$ cat config.mk
export PLATFORM = sky130hd
export DESIGN_NAME = vdc_control_regs
export DESIGN_NICKNAME = d
export VERILOG_FILES = /design/src/vdc_field_decode.v /design/src/vdc_control_regs.v
export VERILOG_INCLUDE_DIRS = /design/src
export SDC_FILE = /design/constraint.sdc
export NUM_CORES = 1
export LEC_CHECK = 0
export BUFFER_PORTS_ARGS = -buffer_cell sky130_fd_sc_hd__buf_2
export CAP_MARGIN = 20
export CORE_MARGIN = 2
export CORE_UTILIZATION = 52
export CTS_CLUSTER_SIZE = 12
export DETAILED_ROUTE_END_ITERATION = 10
export PLACE_DENSITY = 0.95
export SLEW_MARGIN = 20
export SYNTH_ARGS = -nofsm -noshare
export SYNTH_HDL_FRONTEND = slang
export SYNTH_SLANG_ARGS = --single-unit
export TNS_END_PERCENT = 30
$ cat constraint.sdc
create_clock -name pclk -period 2.36 [get_ports pclk]
set_clock_uncertainty 0.1 [all_clocks]
set_input_delay 0.354 -clock pclk [delete_from_list [all_inputs] [get_ports pclk]]
set_output_delay 0.354 -clock pclk [all_outputs]
set_load 0.01 [all_outputs]
$ cat src/vdc_defines.vh
// Contract
// - lock field selects four decoding modes
// - protocol select only valid in processor mode
// - coring enable, threshold one to four lsb
// - gaussian select: 0 response two, 1 one
// - notch threshold codes give 32,24,16,8
// - notch picks adaptive or fixed filter
// - linestore one input primary or secondary
// - linestore two delay: full line or active
// - invert msb into bandsplit filter
// - genlock data input delayed one line
// - mid sync level for subcarrier mode
// - video standard field, others reserved
// - output limit field selects clip ranges
// - mixed sync field controls sync, superblacks
// - invert chroma output msb
// - force chroma zero above luma limit
// - burst passes or zeroed on chroma
// - decimate chroma to 0:2:2
// - d1 serial component output enable
// - aux data bytes or nibbles rate
`ifndef VDC_DEFINES_VH
`define VDC_DEFINES_VH

// ****************************************
// register indices (byte address is index times four)
// ****************************************
`define VDC_IDX_BURST_LOOP   8'h02
`define VDC_IDX_CHROMA_PROC  8'h03
`define VDC_IDX_BURST_THR    8'h04
`define VDC_IDX_PEDESTAL     8'h05
`define VDC_IDX_LUMA_PROC    8'h06
`define VDC_IDX_COMB_PROC    8'h07
`define VDC_IDX_MID_SYNC     8'h08
`define VDC_IDX_RATE_STD     8'h09
`define VDC_IDX_OUT_CTL1     8'h0A
`define VDC_IDX_OUT_CTL2     8'h0B
`define VDC_IDX_COMB_FILT1   8'h0C
`define VDC_IDX_FIRST        8'h02
`define VDC_IDX_LAST         8'h0C
`define VDC_NUM_REGS         11
`define VDC_ADDR_SHIFT       2

// ****************************************
// field positions
// ****************************************
`define VDC_LOCK_HI          5
`define VDC_LOCK_LO          4
`define VDC_PROTO_BIT        6
`define VDC_CHROMA_CORING_ENABLE_BIT         4
`define VDC_CHROMA_CORING_THRESHOLD_HI          3
`define VDC_CHROMA_CORING_THRESHOLD_LO          2
`define VDC_GAUSSIAN_RESPONSE_SELECT_BIT       0
`define VDC_ADAPTIVE_NOTCH_ENABLE_BIT         5
`define VDC_ANT_HI           3
`define VDC_ANT_LO           2
`define VDC_NOTCH_BIT        0
`define VDC_FIRST_LINESTORE_INPUT_SELECT_BIT        6
`define VDC_SECOND_LINESTORE_DELAY_SELECT_BIT       5
`define VDC_BANDSPLIT_MSB_INVERT_BIT       1
`define VDC_GENDLY_BIT       0
`define VDC_VIDEO_STANDARD_FIELD_HI          3
`define VDC_VIDEO_STANDARD_FIELD_LO          0
`define VDC_OUTPUT_LIMIT_SELECT_HI         6
`define VDC_OUTPUT_LIMIT_SELECT_LO         5
`define VDC_MIXED_SYNC_FIELD_HI          4
`define VDC_MIXED_SYNC_FIELD_LO          3
`define VDC_CHROMA_OUTPUT_MSB_INVERT_BIT       2
`define VDC_LUMA_COLOR_CORRECTION_BIT         1
`define VDC_BURST_OUTPUT_ENABLE_BIT        0
`define VDC_CHROMA_DECIMATION_ENABLE_BIT         6
`define VDC_SERIAL_COMPONENT_OUTPUT_ENABLE_BIT         5
`define VDC_AUX_DATA_RATE_SELECT_BIT        0

// ****************************************
// reserved-bit write masks, reset value
// ****************************************
`define VDC_MASK_LUMA_PROC   8'h3F
`define VDC_MASK_OUT_CTL2    8'hE3
`define VDC_MASK_ALL         8'hFF
`define VDC_REG_RESET        8'h00

// ****************************************
// codes
// ****************************************
`define VDC_LOCK_LINE        2'h0
`define VDC_LOCK_SUBC        2'h1
`define VDC_LOCK_VIP         2'h2
`define VDC_LOCK_D1          2'h3
`define VDC_STD_NTSC_M       4'h0
`define VDC_STD_NTSC_EIAJ    4'h1
`define VDC_STD_PAL_BGHI     4'h8
`define VDC_STD_PAL_M        4'h9
`define VDC_STD_PAL_N_ARG    4'hA
`define VDC_STD_PAL_N_JAM    4'hB
`define VDC_LIM_RGB_A        2'h0
`define VDC_LIM_YC_WIDE      2'h1
`define VDC_LIM_RGB_B        2'h2
`define VDC_LIM_YC_STUDIO    2'h3
`define VDC_Y_MIN_WIDE       10'h004
`define VDC_Y_MAX_WIDE       10'h3F8
`define VDC_Y_MIN_STUDIO     10'h040
`define VDC_Y_MAX_STUDIO     10'h3AC
`define VDC_C_MAX_WIDE       10'h1F8
`define VDC_C_MAX_STUDIO     10'h1C0

`endif

$ cat src/vdc_field_decode.v
`include "vdc_defines.vh"

// turns packed register fields into the one-hot and numeric levels the datapath uses
module vdc_field_decode (
    // raw fields
    input  wire [1:0] lock_field,
    input  wire       proto_raw,
    input  wire [1:0] coring_code,
    input  wire [1:0] notch_thr_code,
    input  wire       notch_on,
    input  wire       notch_adaptive,
    input  wire [3:0] std_code,
    input  wire [1:0] limit_code,
    input  wire [1:0] msync_code,
    // decoded levels
    output reg  [3:0] lock_mode_onehot,
    output wire       input_protocol_eff,
    output wire [2:0] coring_lsb,
    output reg  [5:0] notch_limit,
    output wire       use_adaptive_notch,
    output wire       use_fixed_notch,
    output reg        standard_reserved,
    output reg        limit_is_ycbcr,
    output reg  [9:0] y_min,
    output reg  [9:0] y_max,
    output reg  [9:0] c_max,
    output wire       sync_on_green,
    output wire       sync_on_all,
    output wire       super_blacks
);

    // ****************************************
    // lock mode and protocol
    // ****************************************
    always @* begin
        case (lock_field)
            `VDC_LOCK_LINE: lock_mode_onehot = 4'h1;
            `VDC_LOCK_SUBC: lock_mode_onehot = 4'h2;
            `VDC_LOCK_VIP:  lock_mode_onehot = 4'h4;
            default:        lock_mode_onehot = 4'h8;
        endcase
    end

    // other lock modes mask the bit so the input stage never sees a stale value
    assign input_protocol_eff = proto_raw & (lock_field == `VDC_LOCK_VIP);

    // ****************************************
    // chroma coring and notch
    // ****************************************
    assign coring_lsb = {1'b0, coring_code} + 3'h1;

    always @* begin
        case (notch_thr_code)
            2'h0:    notch_limit = 6'h20;
            2'h1:    notch_limit = 6'h18;
            2'h2:    notch_limit = 6'h10;
            default: notch_limit = 6'h08;
        endcase
    end

    // comb special function downstream may still override this pick
    assign use_adaptive_notch = notch_on & notch_adaptive;
    assign use_fixed_notch    = notch_on & ~notch_adaptive;

    // ****************************************
    // standard, limits, sync
    // ****************************************
    always @* begin
        case (std_code)
            `VDC_STD_NTSC_M, `VDC_STD_NTSC_EIAJ, `VDC_STD_PAL_BGHI,
            `VDC_STD_PAL_M, `VDC_STD_PAL_N_ARG, `VDC_STD_PAL_N_JAM:
                standard_reserved = 1'b0;
            default: standard_reserved = 1'b1;
        endcase
    end

    always @* begin
        case (limit_code)
            `VDC_LIM_YC_STUDIO: begin
                limit_is_ycbcr = 1'b1;
                y_min          = `VDC_Y_MIN_STUDIO;
                y_max          = `VDC_Y_MAX_STUDIO;
                c_max          = `VDC_C_MAX_STUDIO;
            end
            `VDC_LIM_YC_WIDE: begin
                limit_is_ycbcr = 1'b1;
                y_min          = `VDC_Y_MIN_WIDE;
                y_max          = `VDC_Y_MAX_WIDE;
                c_max          = `VDC_C_MAX_WIDE;
            end
            default: begin
                limit_is_ycbcr = 1'b0;
                y_min          = `VDC_Y_MIN_WIDE;
                y_max          = `VDC_Y_MAX_WIDE;
                c_max          = `VDC_C_MAX_WIDE;
            end
        endcase
    end

    assign super_blacks  = msync_code[1];
    assign sync_on_green = msync_code[1] & ~msync_code[0];
    assign sync_on_all   = msync_code[1] & msync_code[0];

endmodule // vdc_field_decode

$ cat src/vdc_control_regs.v
`include "vdc_defines.vh"

module vdc_control_regs (
    // apb
    input  wire        pclk,
    input  wire        presetn,
    input  wire        psel,
    input  wire        penable,
    input  wire        pwrite,
    input  wire [7:0]  paddr,
    input  wire [31:0] pwdata,
    input  wire [3:0]  pstrb,
    output wire        pready,
    output reg  [31:0] prdata,
    output wire        pslverr,
    // lock and input
    output wire [1:0]  lock_mode,
    output wire [3:0]  lock_mode_onehot,
    output wire        input_protocol_select,
    // chroma processing
    output wire        chroma_coring_enable,
    output wire [1:0]  chroma_coring_threshold,
    output wire [2:0]  coring_lsb,
    output wire        gaussian_response_select,
    // luma notch
    output wire [1:0]  adaptive_notch_threshold,
    output wire [5:0]  notch_limit,
    output wire        adaptive_notch_enable,
    output wire        use_adaptive_notch,
    output wire        use_fixed_notch,
    // comb linestores
    output wire        first_linestore_input_select,
    output wire        second_linestore_delay_select,
    output wire        bandsplit_msb_invert,
    output wire        genlock_data_delay,
    // sync and standard
    output wire [7:0]  mid_sync_level_value,
    output wire [3:0]  video_standard_field,
    output wire        standard_reserved,
    // output processing
    output wire [1:0]  output_limit_select,
    output wire        limit_is_ycbcr,
    output wire [9:0]  y_min,
    output wire [9:0]  y_max,
    output wire [9:0]  c_max,
    output wire [1:0]  mixed_sync_field,
    output wire        sync_on_green,
    output wire        sync_on_all,
    output wire        super_blacks,
    output wire        chroma_output_msb_invert,
    output wire        luma_color_correction,
    output wire        burst_output_enable,
    output wire        chroma_decimation_enable,
    output wire        serial_component_output_enable,
    output wire        aux_data_rate_select,
    // whole registers for fields not decoded here
    output wire [7:0]  burst_loop_control,
    output wire [7:0]  chroma_processor_control,
    output wire [7:0]  burst_threshold,
    output wire [7:0]  pedestal_level,
    output wire [7:0]  luma_processor_control,
    output wire [7:0]  comb_processor_control,
    output wire [7:0]  clock_rate_and_standard,
    output wire [7:0]  output_control_first,
    output wire [7:0]  output_control_second,
    output wire [7:0]  comb_filter_control_first
);

    // ****************************************
    // address decode
    // ****************************************
    function hit;
        input [7:0] addr;
        begin
            hit = (addr[1:0] == 2'h0) &&
                  ((addr >> `VDC_ADDR_SHIFT) >= `VDC_IDX_FIRST) &&
                  ((addr >> `VDC_ADDR_SHIFT) <= `VDC_IDX_LAST);
        end
    endfunction

    // reserved bits of the luma and second output registers cannot hold a one
    function [7:0] wmask;
        input [5:0] idx;
        begin
            case ({2'h0, idx})
                `VDC_IDX_LUMA_PROC: wmask = `VDC_MASK_LUMA_PROC;
                `VDC_IDX_OUT_CTL2:  wmask = `VDC_MASK_OUT_CTL2;
                default:            wmask = `VDC_MASK_ALL;
            endcase
        end
    endfunction

    wire [5:0] idx     = paddr[7:2];
    wire       mapped  = hit(paddr);
    wire       access  = psel & penable;

    // zero wait states: every access completes in its first access cycle
    assign pready  = 1'b1;
    assign pslverr = access & ~mapped;

    // ****************************************
    // register storage
    // ****************************************
    reg [7:0] regs [0:`VDC_NUM_REGS-1];
    integer   i;

    wire [3:0] slot = idx[3:0] - 4'h2;

    always @(posedge pclk or negedge presetn) begin
        if (!presetn) begin
            for (i = 0; i < `VDC_NUM_REGS; i = i + 1) begin
                regs[i] <= `VDC_REG_RESET;
            end
        end else if (access && pwrite && mapped && pstrb[0]) begin
            regs[slot] <= pwdata[7:0] & wmask(idx);
        end
    end

    always @(posedge pclk or negedge presetn) begin
        if (!presetn) begin
            prdata <= 32'h0000_0000;
        end else if (psel && !penable && !pwrite) begin
            prdata <= hit(paddr) ? {24'h00_0000, regs[slot]} : 32'h0000_0000;
        end
    end

    assign burst_loop_control        = regs[0];
    assign chroma_processor_control  = regs[1];
    assign burst_threshold           = regs[2];
    assign pedestal_level            = regs[3];
    assign luma_processor_control    = regs[4];
    assign comb_processor_control    = regs[5];
    assign mid_sync_level_value      = regs[6];
    assign clock_rate_and_standard   = regs[7];
    assign output_control_first      = regs[8];
    assign output_control_second     = regs[9];
    assign comb_filter_control_first = regs[10];

    // ****************************************
    // field extraction
    // ****************************************
    assign lock_mode = burst_loop_control[`VDC_LOCK_HI:`VDC_LOCK_LO];
    assign chroma_coring_enable    = chroma_processor_control[`VDC_CHROMA_CORING_ENABLE_BIT];
    assign chroma_coring_threshold = chroma_processor_control[`VDC_CHROMA_CORING_THRESHOLD_HI:`VDC_CHROMA_CORING_THRESHOLD_LO];
    assign gaussian_response_select = chroma_processor_control[`VDC_GAUSSIAN_RESPONSE_SELECT_BIT];
    assign adaptive_notch_threshold = luma_processor_control[`VDC_ANT_HI:`VDC_ANT_LO];
    assign adaptive_notch_enable    = luma_processor_control[`VDC_ADAPTIVE_NOTCH_ENABLE_BIT];
    assign first_linestore_input_select  = comb_processor_control[`VDC_FIRST_LINESTORE_INPUT_SELECT_BIT];
    assign second_linestore_delay_select = comb_processor_control[`VDC_SECOND_LINESTORE_DELAY_SELECT_BIT];
    assign bandsplit_msb_invert     = comb_processor_control[`VDC_BANDSPLIT_MSB_INVERT_BIT];
    assign genlock_data_delay       = comb_processor_control[`VDC_GENDLY_BIT];
    assign video_standard_field     = clock_rate_and_standard[`VDC_VIDEO_STANDARD_FIELD_HI:`VDC_VIDEO_STANDARD_FIELD_LO];
    assign output_limit_select      = output_control_first[`VDC_OUTPUT_LIMIT_SELECT_HI:`VDC_OUTPUT_LIMIT_SELECT_LO];
    assign mixed_sync_field         = output_control_first[`VDC_MIXED_SYNC_FIELD_HI:`VDC_MIXED_SYNC_FIELD_LO];
    assign chroma_output_msb_invert = output_control_first[`VDC_CHROMA_OUTPUT_MSB_INVERT_BIT];
    assign luma_color_correction    = output_control_first[`VDC_LUMA_COLOR_CORRECTION_BIT];
    assign burst_output_enable      = output_control_first[`VDC_BURST_OUTPUT_ENABLE_BIT];
    assign chroma_decimation_enable = output_control_second[`VDC_CHROMA_DECIMATION_ENABLE_BIT];
    assign serial_component_output_enable = output_control_second[`VDC_SERIAL_COMPONENT_OUTPUT_ENABLE_BIT];
    assign aux_data_rate_select     = output_control_second[`VDC_AUX_DATA_RATE_SELECT_BIT];

    // ****************************************
    // decoded levels
    // ****************************************
    vdc_field_decode u_decode (
        .lock_field         (lock_mode),
        .proto_raw          (burst_loop_control[`VDC_PROTO_BIT]),
        .coring_code        (chroma_coring_threshold),
        .notch_thr_code     (adaptive_notch_threshold),
        .notch_on           (luma_processor_control[`VDC_NOTCH_BIT]),
        .notch_adaptive     (adaptive_notch_enable),
        .std_code           (video_standard_field),
        .limit_code         (output_limit_select),
        .msync_code         (mixed_sync_field),
        .lock_mode_onehot   (lock_mode_onehot),
        .input_protocol_eff (input_protocol_select),
        .coring_lsb         (coring_lsb),
        .notch_limit        (notch_limit),
        .use_adaptive_notch (use_adaptive_notch),
        .use_fixed_notch    (use_fixed_notch),
        .standard_reserved  (standard_reserved),
        .limit_is_ycbcr     (limit_is_ycbcr),
        .y_min              (y_min),
        .y_max              (y_max),
        .c_max              (c_max),
        .sync_on_green      (sync_on_green),
        .sync_on_all        (sync_on_all),
        .super_blacks       (super_blacks)
    );

endmodule // vdc_control_regs

==> results of run 1 <==
[worst max-delay path by stage]
| stage | startpoint | to | slack (ns) |
|---|---|---|---|
| 2_1_floorplan | paddr[3] | pedestal_level[0] | 0.005 |
| 4_1_cts | paddr[3] | pslverr | 0.29 |
| 6_report | paddr[3] | pslverr | 0.26 |
| 3_5_place_dp | paddr[3] | pedestal_level[4] | -0.06 |
| 3_3_place_gp | paddr[1] | chroma_processor_control[6] | -0.03 |
| 5_1_grt | paddr[1] | output_control_second[7] | 0.20 |
[stage by stage]
step | utilization (%) | setup TNS, ns | power, mW
global placement | 59.8 | -0.133 | 2.01
detailed placement | 59.8 | -1.24 | 2.02
CTS | 61.3 | 0 | 2.89
finish | 61.3 | 0 | 2.89
global route | 61.3 | 0 | 3.00
floorplan | - | 0 | 1.95
[cell families after synthesis]
| group | count (synthesis) | synth area share, % |
|---|---|---|
| and+or+nand+nor | 111 | 10.2 |
| muxes | 93 | 19.6 |
| DFF | 96 | 43.6 |
| xor gates and xnor gates | 2 | 0.454 |
| AOI/OAI and AO/OA | 86 | 9.79 |
| adders and majority gates | 6 | 1.36 |
| other | 2 | 0.136 |
| buffers and inverters | 125 | 14.9 |
[worst max-delay path, delay by kind of cell]
family,cells,cell delay (ns)
adders and majority gates,1,0.18
buffers and inverters,4,0.56
and+or+nand+nor,3,0.40
AOI/OAI and AO/OA,1,0.15
[layout make-up]
type | count | area share (%)
Clock inverter | 2 | 0.158
Sequential cell | 96 | 38.0
Inverter | 8 | 0.475
Multi-Input combinational cell | 348 | 39.2
Tap cell | 136 | 2.69
Timing Repair Buffer | 200 | 17.4
Clock buffer | 11 | 2.08
[where the power goes]
group          internal [mW]  switching [mW]  leakage (nW)
combinational          0.101           0.233          2.18
sequential              1.65         0.00842          1.34
clock                  0.363           0.531        0.0749
total                   2.12           0.772          3.59
[routing by layer]
| layer | vias to the layer above | routed length, um | global-route usage, % |
|---|---|---|---|
| met3 | 42 | 1020 | 5.53 |
| met4 | 0 | 439 | 9.74 |
| met2 | 245 | 7190 | 43.3 |
| met5 | - | 0 | 0 |
| met1 | 2134 | 5760 | 32.9 |
| li1 | 1958 | - | - |
[timing repair]
item                      in CTS  in global routing
resized for setup              0                  0
hold endpoints to repair      13                  0
hold buffers                   1                  0
[layout by cell type, fill, tap and decap left out, drive strengths merged, types with 2 or more instances in the layout]
| cell | Yosys | routed |
|---|---|---|
| nand3 | 11 | 11 |
| nor2 | 7 | 7 |
| mux2 | 52 | 52 |
| nor3 | 8 | 8 |
| o41ai | 8 | 8 |
| or4 | 2 | 2 |
| mux2i | 41 | 41 |
| clkbuf | 22 | 11 |
| ha | 6 | 6 |
| nor2b | 5 | 5 |
| nand4 | 8 | 8 |
| or2 | 5 | 5 |
| buf | 95 | 199 |
| o22ai | 16 | 16 |
| inv | 8 | 8 |
| nand2 | 48 | 48 |
| a21oi | 9 | 9 |
| o21ai | 48 | 48 |
| dfrtp | 96 | 96 |
| nand2b | 4 | 4 |
| clkinv | 0 | 2 |
| and2 | 11 | 11 |
| conb | 2 | 50 |
==> impl.org, run 1 <==
** Timing
- RSZ-0062 raised after global routing :: false
- Hold_ws :: 0.271 ns
- Final count of hold timing violations :: 0
- Setup violations remaining at the end of the flow were counted as 0.
- Final setup slack of the worst path :: 0.261 ns
- Share of the cycle needed by the critical path after routing :: 88.9%
- Final critical path time including I/O delays and setup :: 2.10 ns
- Based on the critical path, the design can be clocked at up to 0.476 GHz.
- The final count of pins violating max slew came to 0.

** Yosys
- Warnings from Yosys :: 0
- Synth Flop Type :: sky130_fd_sc_hd__dfrtp_1
- Most numerous cell in the Yosys netlist :: sky130_fd_sc_hd__dfrtp_1
- The synthesized design contains 0 enable-type register cells.
- Register area share after synthesis :: 43.6%
- Synth top cells by count :: 96 x sky130_fd_sc_hd__dfrtp_1, 87 x sky130_fd_sc_hd__buf_4, 47 x sky130_fd_sc_hd__o21ai_0
- Post-Synthesis Cells :: 521
- Count of different cell masters after synthesis :: 42
- By area the synthesized netlist is led by sky130_fd_sc_hd__dfrtp_1 44%, sky130_fd_sc_hd__buf_4 12%, sky130_fd_sc_hd__mux2i_1 7.4%.
- The synthesized netlist occupies a cell area of 5510 um2.
- Counting flops and latches in the post-synthesis netlist gives 96.
- Avg Synthesized Cell Area :: 10.6 um2
- Area share of the leading cell type in the synthesized netlist :: 43.6%
- Of all flip-flops after synthesis, the portion carrying an async set or reset was 100%.
- The largest total area in the synthesized netlist belongs to sky130_fd_sc_hd__dfrtp_1.

** CTS
- TritonCTS built the clock tree.
- Clock-pin slew was measured on the worst setup and hold paths at 0.08 ns.
- The cell sitting at the root of the clock tree is a sky130_fd_sc_hd__clkbuf_8.
- Clock latency reported for the late side of the worst-skew pair :: 0.37 ns
- Total number of H-tree levels :: 3
- Number of clock sinks seen by CTS :: 96
- In this run the post-CTS setup repair buffer count came out at 0.
- Counting the buffers created by CTS gives 9.
- The longest clock path from root to sink contains 2 buffers.

** GRT
- Total routing usage reported by global routing :: 25.8%
- The number of global-route vias before repair is 4377.
- The first global-routing pass estimated 22800 um of wire.
- Global-route congestion overflow total :: 0
- The number of antenna violations at the first check in global routing was 0.
- Largest net degree at the start of global routing :: 46

** Setup path
- Worst r2r src :: burst_loop_control[5]
- Slowest library cell on the worst path :: sky130_fd_sc_hd__and3_1
- STA puts the critical path data arrival time at 1.65 ns.
- Endpoint of the worst-slack reg-to-reg timing path :: prdata[5]
- The critical path in this run is classified as input pin to output port.
- Cell-by-cell listing of the critical path :: buf_2 -> inv_1 -> ha_1 -> nand2b_1 -> buf_4 -> a21oi_1 -> nand2_1 -> and3_1 -> buf_2
- Counting cells, the worst reg-to-reg path comes to 4.
- Of all nets on the critical path, the largest fanout is 4.
- Required time of the worst setup path :: 1.91 ns
- Worst setup SP type :: input pin
- R2R setup slack :: 0.97 ns
- Kind of capture point of the worst setup path :: output port
- The largest single stage delay on the critical path is 0.19 ns.
- Cell repeated most along the worst path :: sky130_fd_sc_hd__buf_2

** Route
- In the final routed layout, each cell accounts on average for 18.0 um.
- After detailed routing, the number of remaining DRC violations is 0.
- Number of antenna-violating nets in the routed design :: 0
- Initial DRC Count :: 279
- After detailed routing, the total wire length is 14400 um.
- Average vias per placed instance :: 5.47
- Vias :: 4379
- Pre-antenna DRT Iters :: 5

** Place
- Pre-CTS setup slack :: -0.0638 ns
- Count of input and output buffers :: 171
- After detailed placement, the total cell area comes to 6170 um2.
- The HPWL after detailed placement is 11200 um.
- At the end of routability-driven placement, the weighted congestion stood at 0.934.
- Cells after DPL :: 787

** Run
- Max-cap check violation count :: 0

** Min path
- The min-delay analysis places its worst path in the category input pin to async pin.

** Floorplan
- The floorplan step set the die width to 107 um.
- Starting utilization of the core area :: 53.4%
- Die Footprint :: 11400 um2
- In this run the count of I/O pins placed on the die edge is 249.
- The core region is 10300 um2.
- Y dimension of the die :: 107 um
- Row generation in the floorplan step produced 37 rows.

** Final layout
- In the final layout, the share of cells above drive strength 1 is 41.4%.
- Nets@finish :: 718
- From synthesis to final layout, the design area changed by 14.8%.
- Seq. cell area :: 2400 um2
- After filler insertion, the fill cell instance count of the layout stands at 803.
- Final std cell area, no fill :: 6330 um2
- The multi-input combinational cells in the finished layout cover a total of 2480 um2.
- For this run, the number of standard cells in the final layout without fillers is 801.
- Number of inserted diodes :: 0

** Pwr
- Worst ir drop on vdd :: 251 uV
- Leakage power figure :: 3.59 nW
- Power spread over the standard cell area amounts to 457 nW/um2.

** Outcome
- Status :: completed
(Power assumes the default switching activity.)
==> run 2, diff against run 1 <==
CORE_UTILIZATION = 48   (was 52)
PLACE_DENSITY = 0.92   (was 0.95)
RECOVER_POWER = 25   (was default)
clock period = 2 ns   (was 2.36 ns; I/O delays follow)
==> run 2 against run 1 <==
Compared with the run above: register-to-register slack worse by 0.43 ns; cell count is 4.4% higher; non-clock buffer count is 25 higher; clock power is 130% higher; final area is 6.9% higher; critical path depth is 2 lower; total power is 55% higher; via count is 1.2% lower; core utilization is 1.5 points lower; count of clock-buffer cells in the layout stayed put; sequential cell count stayed put; critical endpoint is now output_control_second[0]; largest power group is now the clock network.
==> impl.org, run 2 (same netlist as run 1, synthesis figures left out) <==
** GRT
- The overall fraction of global-route tracks in use is 23.1% (was 25.8%).
- Number of antenna violations at the first check in global routing :: 0 (unchanged)
- Global-route wire length before repair :: 22400 um (was 22800 um)
- The remaining global-route overflow was 0 (unchanged).
- The number of global-route vias before repair came to 4172 (was 4377).
- Largest net degree at the start of global routing :: 41 (was 46)

** CTS
- The number of sinks on the clock net came to 96 (unchanged).
- The clock-pin slew reported for the worst setup and hold paths after clock tree synthesis was 0.07 ns (was 0.08 ns).
- Total number of H-tree levels :: 3 (unchanged)
- Clock latency reported for the late side of the worst-skew pair :: 0.35 ns (was 0.37 ns)
- Clk buf depth :: 2 (unchanged)
- Buffer type at the clock tree root :: sky130_fd_sc_hd__clkbuf_16 (was sky130_fd_sc_hd__clkbuf_8)
- TritonCTS clock tree :: done (unchanged)
- Total clock buffers created by CTS :: 9 (unchanged)

** Timing
- # setup viols final :: 0 (unchanged)
- The number of endpoints with negative hold slack in the final report was 0 (unchanged).
- Share of the cycle needed by the critical path after routing :: 97.4%
- Maximum frequency from static timing analysis :: 0.514 GHz
- The final count of pins violating max slew came to 0 (unchanged).
- In this run the tightest slew margin relative to its limit is 48.9%.
- Final critical path time including I/O delays and setup :: 1.95 ns
- RSZ-0062 raised after global routing :: true (was false)
- At the pin with the least slew margin, the transition time is 0.766 ns.

** Place
- The placer congestion estimate was 0.885 (was 0.934).
- Count of input and output buffers :: 171 (unchanged)
- The half-perimeter wire length of the detailed placement result is 11100 um (was 11200 um).

** Floorplan
- The total core area was 11300 um2 (was 10300 um2).
- The count of standard-cell rows is 39 (was 37).
- The number of top-level pins was 249 (unchanged).
- The full die area came to 12400 um2 (was 11400 um2).
- The starting density of the core is 48.7% (was 53.4%).
- Y dimension of the die :: 111 um (was 107 um)
- X dimension of the die :: 111 um (was 107 um)

** Route
- The average wire length per cell after detail routing was 17.3 um (was 18.0 um).
- The number of DRC violations after detailed-routing iteration 0 came to 220 (was 279).
- DRC violation count after routing :: 0 (unchanged)
- The total iterations of the first detailed-routing run came to 5 (unchanged).
- Number of antenna-violating nets in the routed design :: 0 (unchanged)
- Average vias per placed instance :: 5.18 (was 5.47)
- Vias :: 4328 (was 4379)
- The total wirelength of the detailed-routed design came to 14500 um (was 14400 um).

** Final layout
- The core utilization of the finished layout is 59.7% (was 61.3%).
- The fraction of final layout cells sized beyond drive strength 1 came to 42.3% (was 41.4%).
- Number of inserted diodes :: 0 (unchanged)
- The count of nets after finishing came to 743 (was 718).
- The leading cell type in the layout, fill and taps excluded was sky130_fd_sc_hd__buf_2 (unchanged).
- Commonest cells after routing, fill and taps aside: 156 x sky130_fd_sc_hd__buf_2, 96 x sky130_fd_sc_hd__dfrtp_1, 50 x sky130_fd_sc_hd__conb_1, 50 x sky130_fd_sc_hd__buf_4, 47 x sky130_fd_sc_hd__o21ai_0 (was 170 x sky130_fd_sc_hd__buf_2, 96 x sky130_fd_sc_hd__dfrtp_1, 50 x sky130_fd_sc_hd__conb_1, 47 x sky130_fd_sc_hd__o21ai_0, 46 x sky130_fd_sc_hd__nand2_1).
- Area overhead of the layout relative to synthesis :: 22.7% (was 14.8%)

** Setup path
- The worst path arrival time is 2.07 ns (was 1.65 ns).
- The maximum fanout count along the critical path came to 4 (unchanged).
- Kind of capture point of the worst setup path :: register (was output port)
- The number of cells traversed by the worst register-to-register path came to 4 (unchanged).
- The data required time at the worst endpoint is 2.12 ns (was 1.91 ns).
- The register-to-register path setup slack is 0.54 ns (was 0.97 ns).
- Worst r2r src :: luma_processor_control[2] (was burst_loop_control[5])
- The startpoint-to-endpoint class of the critical path is input pin to register (was input pin to output port).
- The kind of launch point of the worst setup path was an input pin (unchanged).
- Endpoint of the worst-slack reg-to-reg timing path :: prdata[2] (was prdata[5])

** Pwr
- Total power density per cell area :: 662 nW/um2 (was 457 nW/um2)
- The leakage power is 3.76 nW (was 3.59 nW).
- Worst ir drop on vdd :: 491 uV (was 251 uV)
- Total power :: 4.48 mW (was 2.89 mW)

** Run
- The number of maximum-capacitance constraint violations is 0 (unchanged).

** Min path
- Hold worst-path end :: output_control_second[2]
- Kind of path behind the tightest hold check :: input pin to register (was input pin to async pin)
- Worst hold path cell count :: 4
- The worst hold path begins at pwdata[2].

** Outcome
- Status: completed (unchanged).
## run 2: cell types whose count changed in the layout (fill, tap and decap cells not counted), sizes merged
cell / before / now
bufinv: 0 / 4
buf: 199 / 209
clkinv: 2 / 1
clkbuf: 11 / 26
## run 2: routing by layer
metal	wire length, um	track usage [%]
met3	958	4.26
met2	7110	39.2
met5	0	0
met4	356	8.97
met1	6030	29.6
## run 2: layout make-up
cell class,count,area [um2]
Multi-Input combinational cell,348,2500
Fill cell,925,4560
Clock inverter,5,129
Sequential cell,96,2400
Clock buffer,11,233
Timing Repair Buffer,225,1280
Tap cell,143,179
Inverter,8,35.0
## run 2: stage by stage
step / area (um2) / setup TNS, ns / setup slack, ns / hold slack, ns / std cells
floorplan: 5730 / -4.29 / -0.187 / -0.0956 / 569
global placement: 6390 / -17.58 / -0.271 / 0.149 / 818
detailed placement: 6390 / -20.97 / -0.325 / 0.149 / 818
CTS: 6760 / 0 / 0.0351 / 0.262 / 835
global route: 6760 / -0.0115 / -0.00963 / 0.299 / 836
finish: 6760 / 0 / 0.0528 / 0.277 / 836
## run 2: repair_timing
action,in CTS,in global routing
hold buffers,1,0
endpoints found under the setup margin,0,18
resized for setup,0,3
hold endpoints to repair,28,0
setup buffers,0,1
## run 2: power by group
group	switching [mW]	leakage, nW	internal [mW]
Combinational	0.287	2.25	0.152
Clock	0.723	0.174	1.35
Sequential	0.0104	1.34	1.95
## run 2: how the worst max path moves through the flow
| stage | startpoint | end | slack, ns | cells past startpoint |
|---|---|---|---|---|
| finish | paddr[6] | output_control_second[0] | 0.05 | 7 |
| detailed placement | paddr[6] | comb_filter_control_first[7] | -0.32 | 6 |
| global placement | paddr[6] | comb_filter_control_first[0] | -0.27 | 6 |
| floorplan | paddr[3] | pedestal_level[0] | -0.19 | 8 |
| CTS | paddr[6] | comb_filter_control_first[4] | 0.04 | 6 |
| global route | paddr[3] | clock_rate_and_standard[1] | -0.01 | 10 |
## run 2: worst max-delay path, stage by stage
cell and delay [ns]:
sky130_fd_sc_hd__buf_2 0.10, sky130_fd_sc_hd__or4_4 0.58, sky130_fd_sc_hd__a211oi_4 0.23, sky130_fd_sc_hd__buf_4 0.19, sky130_fd_sc_hd__nand2_4 0.06, sky130_fd_sc_hd__or2_1 0.29, sky130_fd_sc_hd__mux2_4 0.32
==> run 3, diff against run 2 <==
--- a/config.mk
+++ b/config.mk
@@ -18,4 +18,5 @@
 export SYNTH_ARGS = -nofsm -noshare
 export SYNTH_HDL_FRONTEND = slang
+export SYNTH_HIERARCHICAL = 1
 export SYNTH_SLANG_ARGS = --single-unit
 export TNS_END_PERCENT = 30
==> constraint.sdc (replaced) <==
create_clock -name pclk -period 2 [get_ports pclk]
set_clock_uncertainty 0.1 [all_clocks]
set_input_delay 0.3 -clock pclk [delete_from_list [all_inputs] [get_ports pclk]]
set_output_delay 0.3 -clock pclk [all_outputs]
set_load 0.05 [all_outputs]
==> run 3 against run 2 <==
Compared with the run above: setup slack improved by 0.017 ns; die area increased by 0.89%; via count decreased by 10%; non-clock buffer count decreased by 22; cell count decreased by 12%; wire length decreased by 2.5%; total power decreased by 0.18%; fmax increased by 0.87%; highest routed layer unchanged.
==> impl.org, run 3 <==
** Route
- The detailed-route DRC error count is 0 (unchanged).
- Final wirelength :: 14100 um (was 14500 um)
- Vias :: 3886 (was 4328)
- The average wire length per cell after detail routing is 19.2 um (was 17.3 um).
- Initial DRC Count :: 172 (was 220)
- The total iterations of the first detailed-routing run is 4 (was 5).
- Number of antenna-violating nets in the routed design :: 0 (unchanged)
- Average vias per placed instance :: 5.29 (was 5.18)

** Yosys
- Share of synthesized flip-flops with an asynchronous set or reset :: 100% (unchanged)
- Count of state elements after synthesis :: 96 (unchanged)
- The gate count of the mapped netlist is 436 (was 521).
- Number of flops mapped to enable cells by yosys :: 0 (unchanged)
- Area share of the leading cell type in the synthesized netlist :: 43.2% (was 43.6%)
- Synth top cells by count: 96 x sky130_fd_sc_hd__dfrtp_1, 84 x sky130_fd_sc_hd__buf_4, 55 x sky130_fd_sc_hd__mux2_2 (was 96 x sky130_fd_sc_hd__dfrtp_1, 87 x sky130_fd_sc_hd__buf_4, 47 x sky130_fd_sc_hd__o21ai_0).
- The most frequently used cell type in the post-synthesis netlist is sky130_fd_sc_hd__dfrtp_1 (unchanged).
- Register area share after synthesis :: 43.2% (was 43.6%)
- The cell accounting for the most synthesized area was sky130_fd_sc_hd__dfrtp_1 (unchanged).
- The average cell area after synthesis is 12.8 um2 (was 10.6 um2).
- Top cells by area in the synthesized netlist: sky130_fd_sc_hd__dfrtp_1 43%, sky130_fd_sc_hd__buf_4 11%, sky130_fd_sc_hd__mux2_2 11% (was sky130_fd_sc_hd__dfrtp_1 44%, sky130_fd_sc_hd__buf_4 12%, sky130_fd_sc_hd__mux2i_1 7.4%).
- Warnings from Yosys :: 6 (was 0)
- Area of the mapped netlist :: 5560 um2 (was 5510 um2)
- Synth Flop Type :: sky130_fd_sc_hd__dfrtp_1 (unchanged)
- Count of different cell masters after synthesis :: 42 (unchanged)

** CTS
- The clock insertion delay at the later pin of the skew report came to 0.34 ns (was 0.35 ns).
- The number of H-tree levels came to 3 (unchanged).
- Clk buf depth :: 2 (unchanged)
- The total CTS buffers came to 9 (unchanged).
- Clock-pin slew reported for the worst setup and hold paths after clock tree synthesis :: 0.06 ns (was 0.07 ns)
- The buffer type at the clock tree root is sky130_fd_sc_hd__clkbuf_16 (unchanged).
- Number of clock sinks seen by CTS :: 96 (unchanged)
- The CTS tree is done (unchanged).

** Min path
- The hold-critical path endpoint is comb_processor_control[1] (was output_control_second[2]).
- Kind of path behind the tightest hold check :: input pin to register (unchanged)
- The beginning of the worst hold path was pwdata[1] (was pwdata[2]).
- Worst hold path cell count :: 2 (was 4)

** Final layout
- The flip-flop and latch area is 2400 um2 (unchanged).
- The post-layout instance count excluding filler cells came to 735 (was 836).
- Nets@finish :: 642 (was 743)
- Share of post-route cells with drive strength above 1 :: 56.8% (was 42.3%)
- The leading cell type in the layout, fill and taps excluded is sky130_fd_sc_hd__buf_2 (unchanged).
- Area overhead of the layout relative to synthesis :: 19.6% (was 22.7%)
- Commonest cells after routing, fill and taps aside: 169 x sky130_fd_sc_hd__buf_2, 96 x sky130_fd_sc_hd__dfrtp_1, 55 x sky130_fd_sc_hd__mux2_2, 50 x sky130_fd_sc_hd__conb_1, 26 x sky130_fd_sc_hd__buf_4 (was 156 x sky130_fd_sc_hd__buf_2, 96 x sky130_fd_sc_hd__dfrtp_1, 50 x sky130_fd_sc_hd__conb_1, 50 x sky130_fd_sc_hd__buf_4, 47 x sky130_fd_sc_hd__o21ai_0).
- The multi-input logic area was 2570 um2 (was 2500 um2).
- Number of inserted filler cells in the final layout :: 928 (was 925)
- Number of inserted diodes :: 0 (unchanged)

** Place
- The number of buffer cells added on primary ports is 171 (unchanged).
- The worst-case setup slack after placement was -0.107 ns (was -0.325 ns).
- Detail Placement HPWL :: 10500 um (was 11100 um)
- Cells after DPL :: 717 (was 818)
- Routability congestion estimate :: 0.831 (was 0.885)

** Pwr
- The leakage power was 3.83 nW (was 3.76 nW).
- The power density relative to cell area came to 672 nW/um2 (was 662 nW/um2).
- The largest vdd supply drop is 491 uV (about the same).
- Total power :: 4.47 mW (was 4.48 mW)

** Timing
- The worst slack on hold paths is 0.258 ns (was 0.277 ns).
- # setup viols final :: 0 (unchanged)
- Maximum frequency from static timing analysis :: 0.518 GHz (was 0.514 GHz)
- Final critical path time including I/O delays and setup :: 1.93 ns (was 1.95 ns)
- Worst slew margin relative to its limit :: 40.6% (was 48.9%)
- Share of the cycle needed by the critical path after routing :: 96.5% (was 97.4%)
- The final count of pins violating max slew was 0 (unchanged).
- RSZ-0062 raised after global routing :: false (was true)
- The number of endpoints with negative hold slack in the final report is 0 (unchanged).
- Final setup slack of the worst path :: 0.0695 ns (was 0.0528 ns)
- The measured slew at the worst slew-check pin came to 0.891 ns (was 0.766 ns).

** Setup path
- The critical path capture point type is an output port (was register).
- The register-to-register path setup slack is 0.42 ns (was 0.54 ns).
- The maximum fanout count along the critical path came to 7 (was 4).
- The startpoint-to-endpoint class of the critical path was register to output port (was input pin to register).
- The data required time at the worst endpoint was 1.60 ns (was 2.12 ns).
- The origin of the critical flop-to-flop path was burst_loop_control[4] (was luma_processor_control[2]).
- The worst path arrival time was 1.53 ns (was 2.07 ns).
- Number of cells traversed by the worst register-to-register path :: 3 (was 4)
- The endpoint of the worst register-to-register path is prdata[4] (was prdata[2]).
- The kind of launch point of the worst setup path is a register (was input pin).

** GRT
- The maximum number of pins on one net before global-route repair is 48 (was 41).
- Vias in the first global route :: 3894 (was 4172)
- Global-route congestion overflow total :: 0 (unchanged)
- Total routing usage reported by global routing :: 22.7% (was 23.1%)
- The first-pass GRT wire length is 21800 um (was 22400 um).
- The number of antenna violations at the first check in global routing was 0 (unchanged).

** Floorplan
- Y dimension of the die :: 112 um (was 111 um)
- Area of the core :: 11400 um2 (was 11300 um2)
- IO Pins :: 249 (unchanged)
- Die Footprint :: 12500 um2 (was 12400 um2)
- Rows :: 39 (unchanged)
- X dimension of the die :: 112 um (was 111 um)
- The starting density of the core came to 48.9% (was 48.7%).

** Run
- Max-cap check violation count :: 0 (unchanged)

** Outcome
- Status :: completed (unchanged)
-- run 3: layer usage --
layer | wire, um | global-route usage, % | up-vias
met5 | 0 | 0 | -
met4 | 425 | 9.63 | 0
met3 | 891 | 3.70 | 33
met2 | 6830 | 36.8 | 199
met1 | 5950 | 30.5 | 1953
li1 | - | - | 1701
-- run 3: cells by family (layout without fill, tap and decap cells) --
family          after synthesis  in the layout  share of synthesized area (%)
buf+inv                     118            228                           14.6
mux                         112            112                           27.4
flops                        96             96                           43.2
simple gates                 63             63                           8.50
compound gates               35             35                           4.45
fa+ha+maj                     6              6                           1.35
other cells                   4             50                          0.270
xor+xnor                      2              2                          0.315
-- run 3: area by class of cell --
type / count / area share, %
timing repair buffer: 203 / 17.2
multi-input combinational: 268 / 38.7
sequential: 96 / 36.1
clock buffer: 13 / 4.06
clock inverter: 3 / 0.715
inverter: 9 / 0.564
tap: 143 / 2.69
-- run 3: what timing repair did --
action / 4_1_cts / 5_1_grt
hold endpoints to repair: 34 / 0
hold buffers: 1 / 0
resized for setup: 2 / 0
endpoints found under the setup margin: 1 / 0
setup buffers: 1 / 0
-- run 3: metrics by stage --
step                TNS [ns]  util (%)  cell area (um2)
floorplan            -0.0701         -             5820
CTS                        0      58.6             6670
detailed placement     -6.19      55.6             6320
global route               0      58.5             6650
global placement       -2.53      55.6             6320
finish                     0      58.5             6650
-- run 3: where the power goes --
group	total (mW)	internal (mW)	leakage (nW)	switching [mW]
registers	1.97	1.96	1.34	0.0147
logic	0.695	0.166	2.33	0.529
clock network	1.80	1.08	0.156	0.721
total	4.47	3.20	3.83	1.26
-- run 3: worst max path at each step --
stage | start | endpoint | slack (ns) | depth (start not counted)
4_1_cts | luma_processor_control[2] | notch_limit[3] | 0.06 | 3
3_3_place_gp | paddr[3] | burst_loop_control[1] | -0.06 | 6
3_5_place_dp | paddr[4] | prdata[0] | -0.11 | 10
5_1_grt | luma_processor_control[3] | notch_limit[3] | 0.01 | 4
2_1_floorplan | paddr[3] | luma_processor_control[5] | -0.008 | 8
6_report | luma_processor_control[2] | notch_limit[3] | 0.07 | 3
-- run 3: critical path, stage by stage (launching register included) --
cell and delay [ns]:
sky130_fd_sc_hd__dfrtp_1 0.45, sky130_fd_sc_hd__ha_1 0.23, sky130_fd_sc_hd__or2_2 0.29, sky130_fd_sc_hd__buf_2 0.21
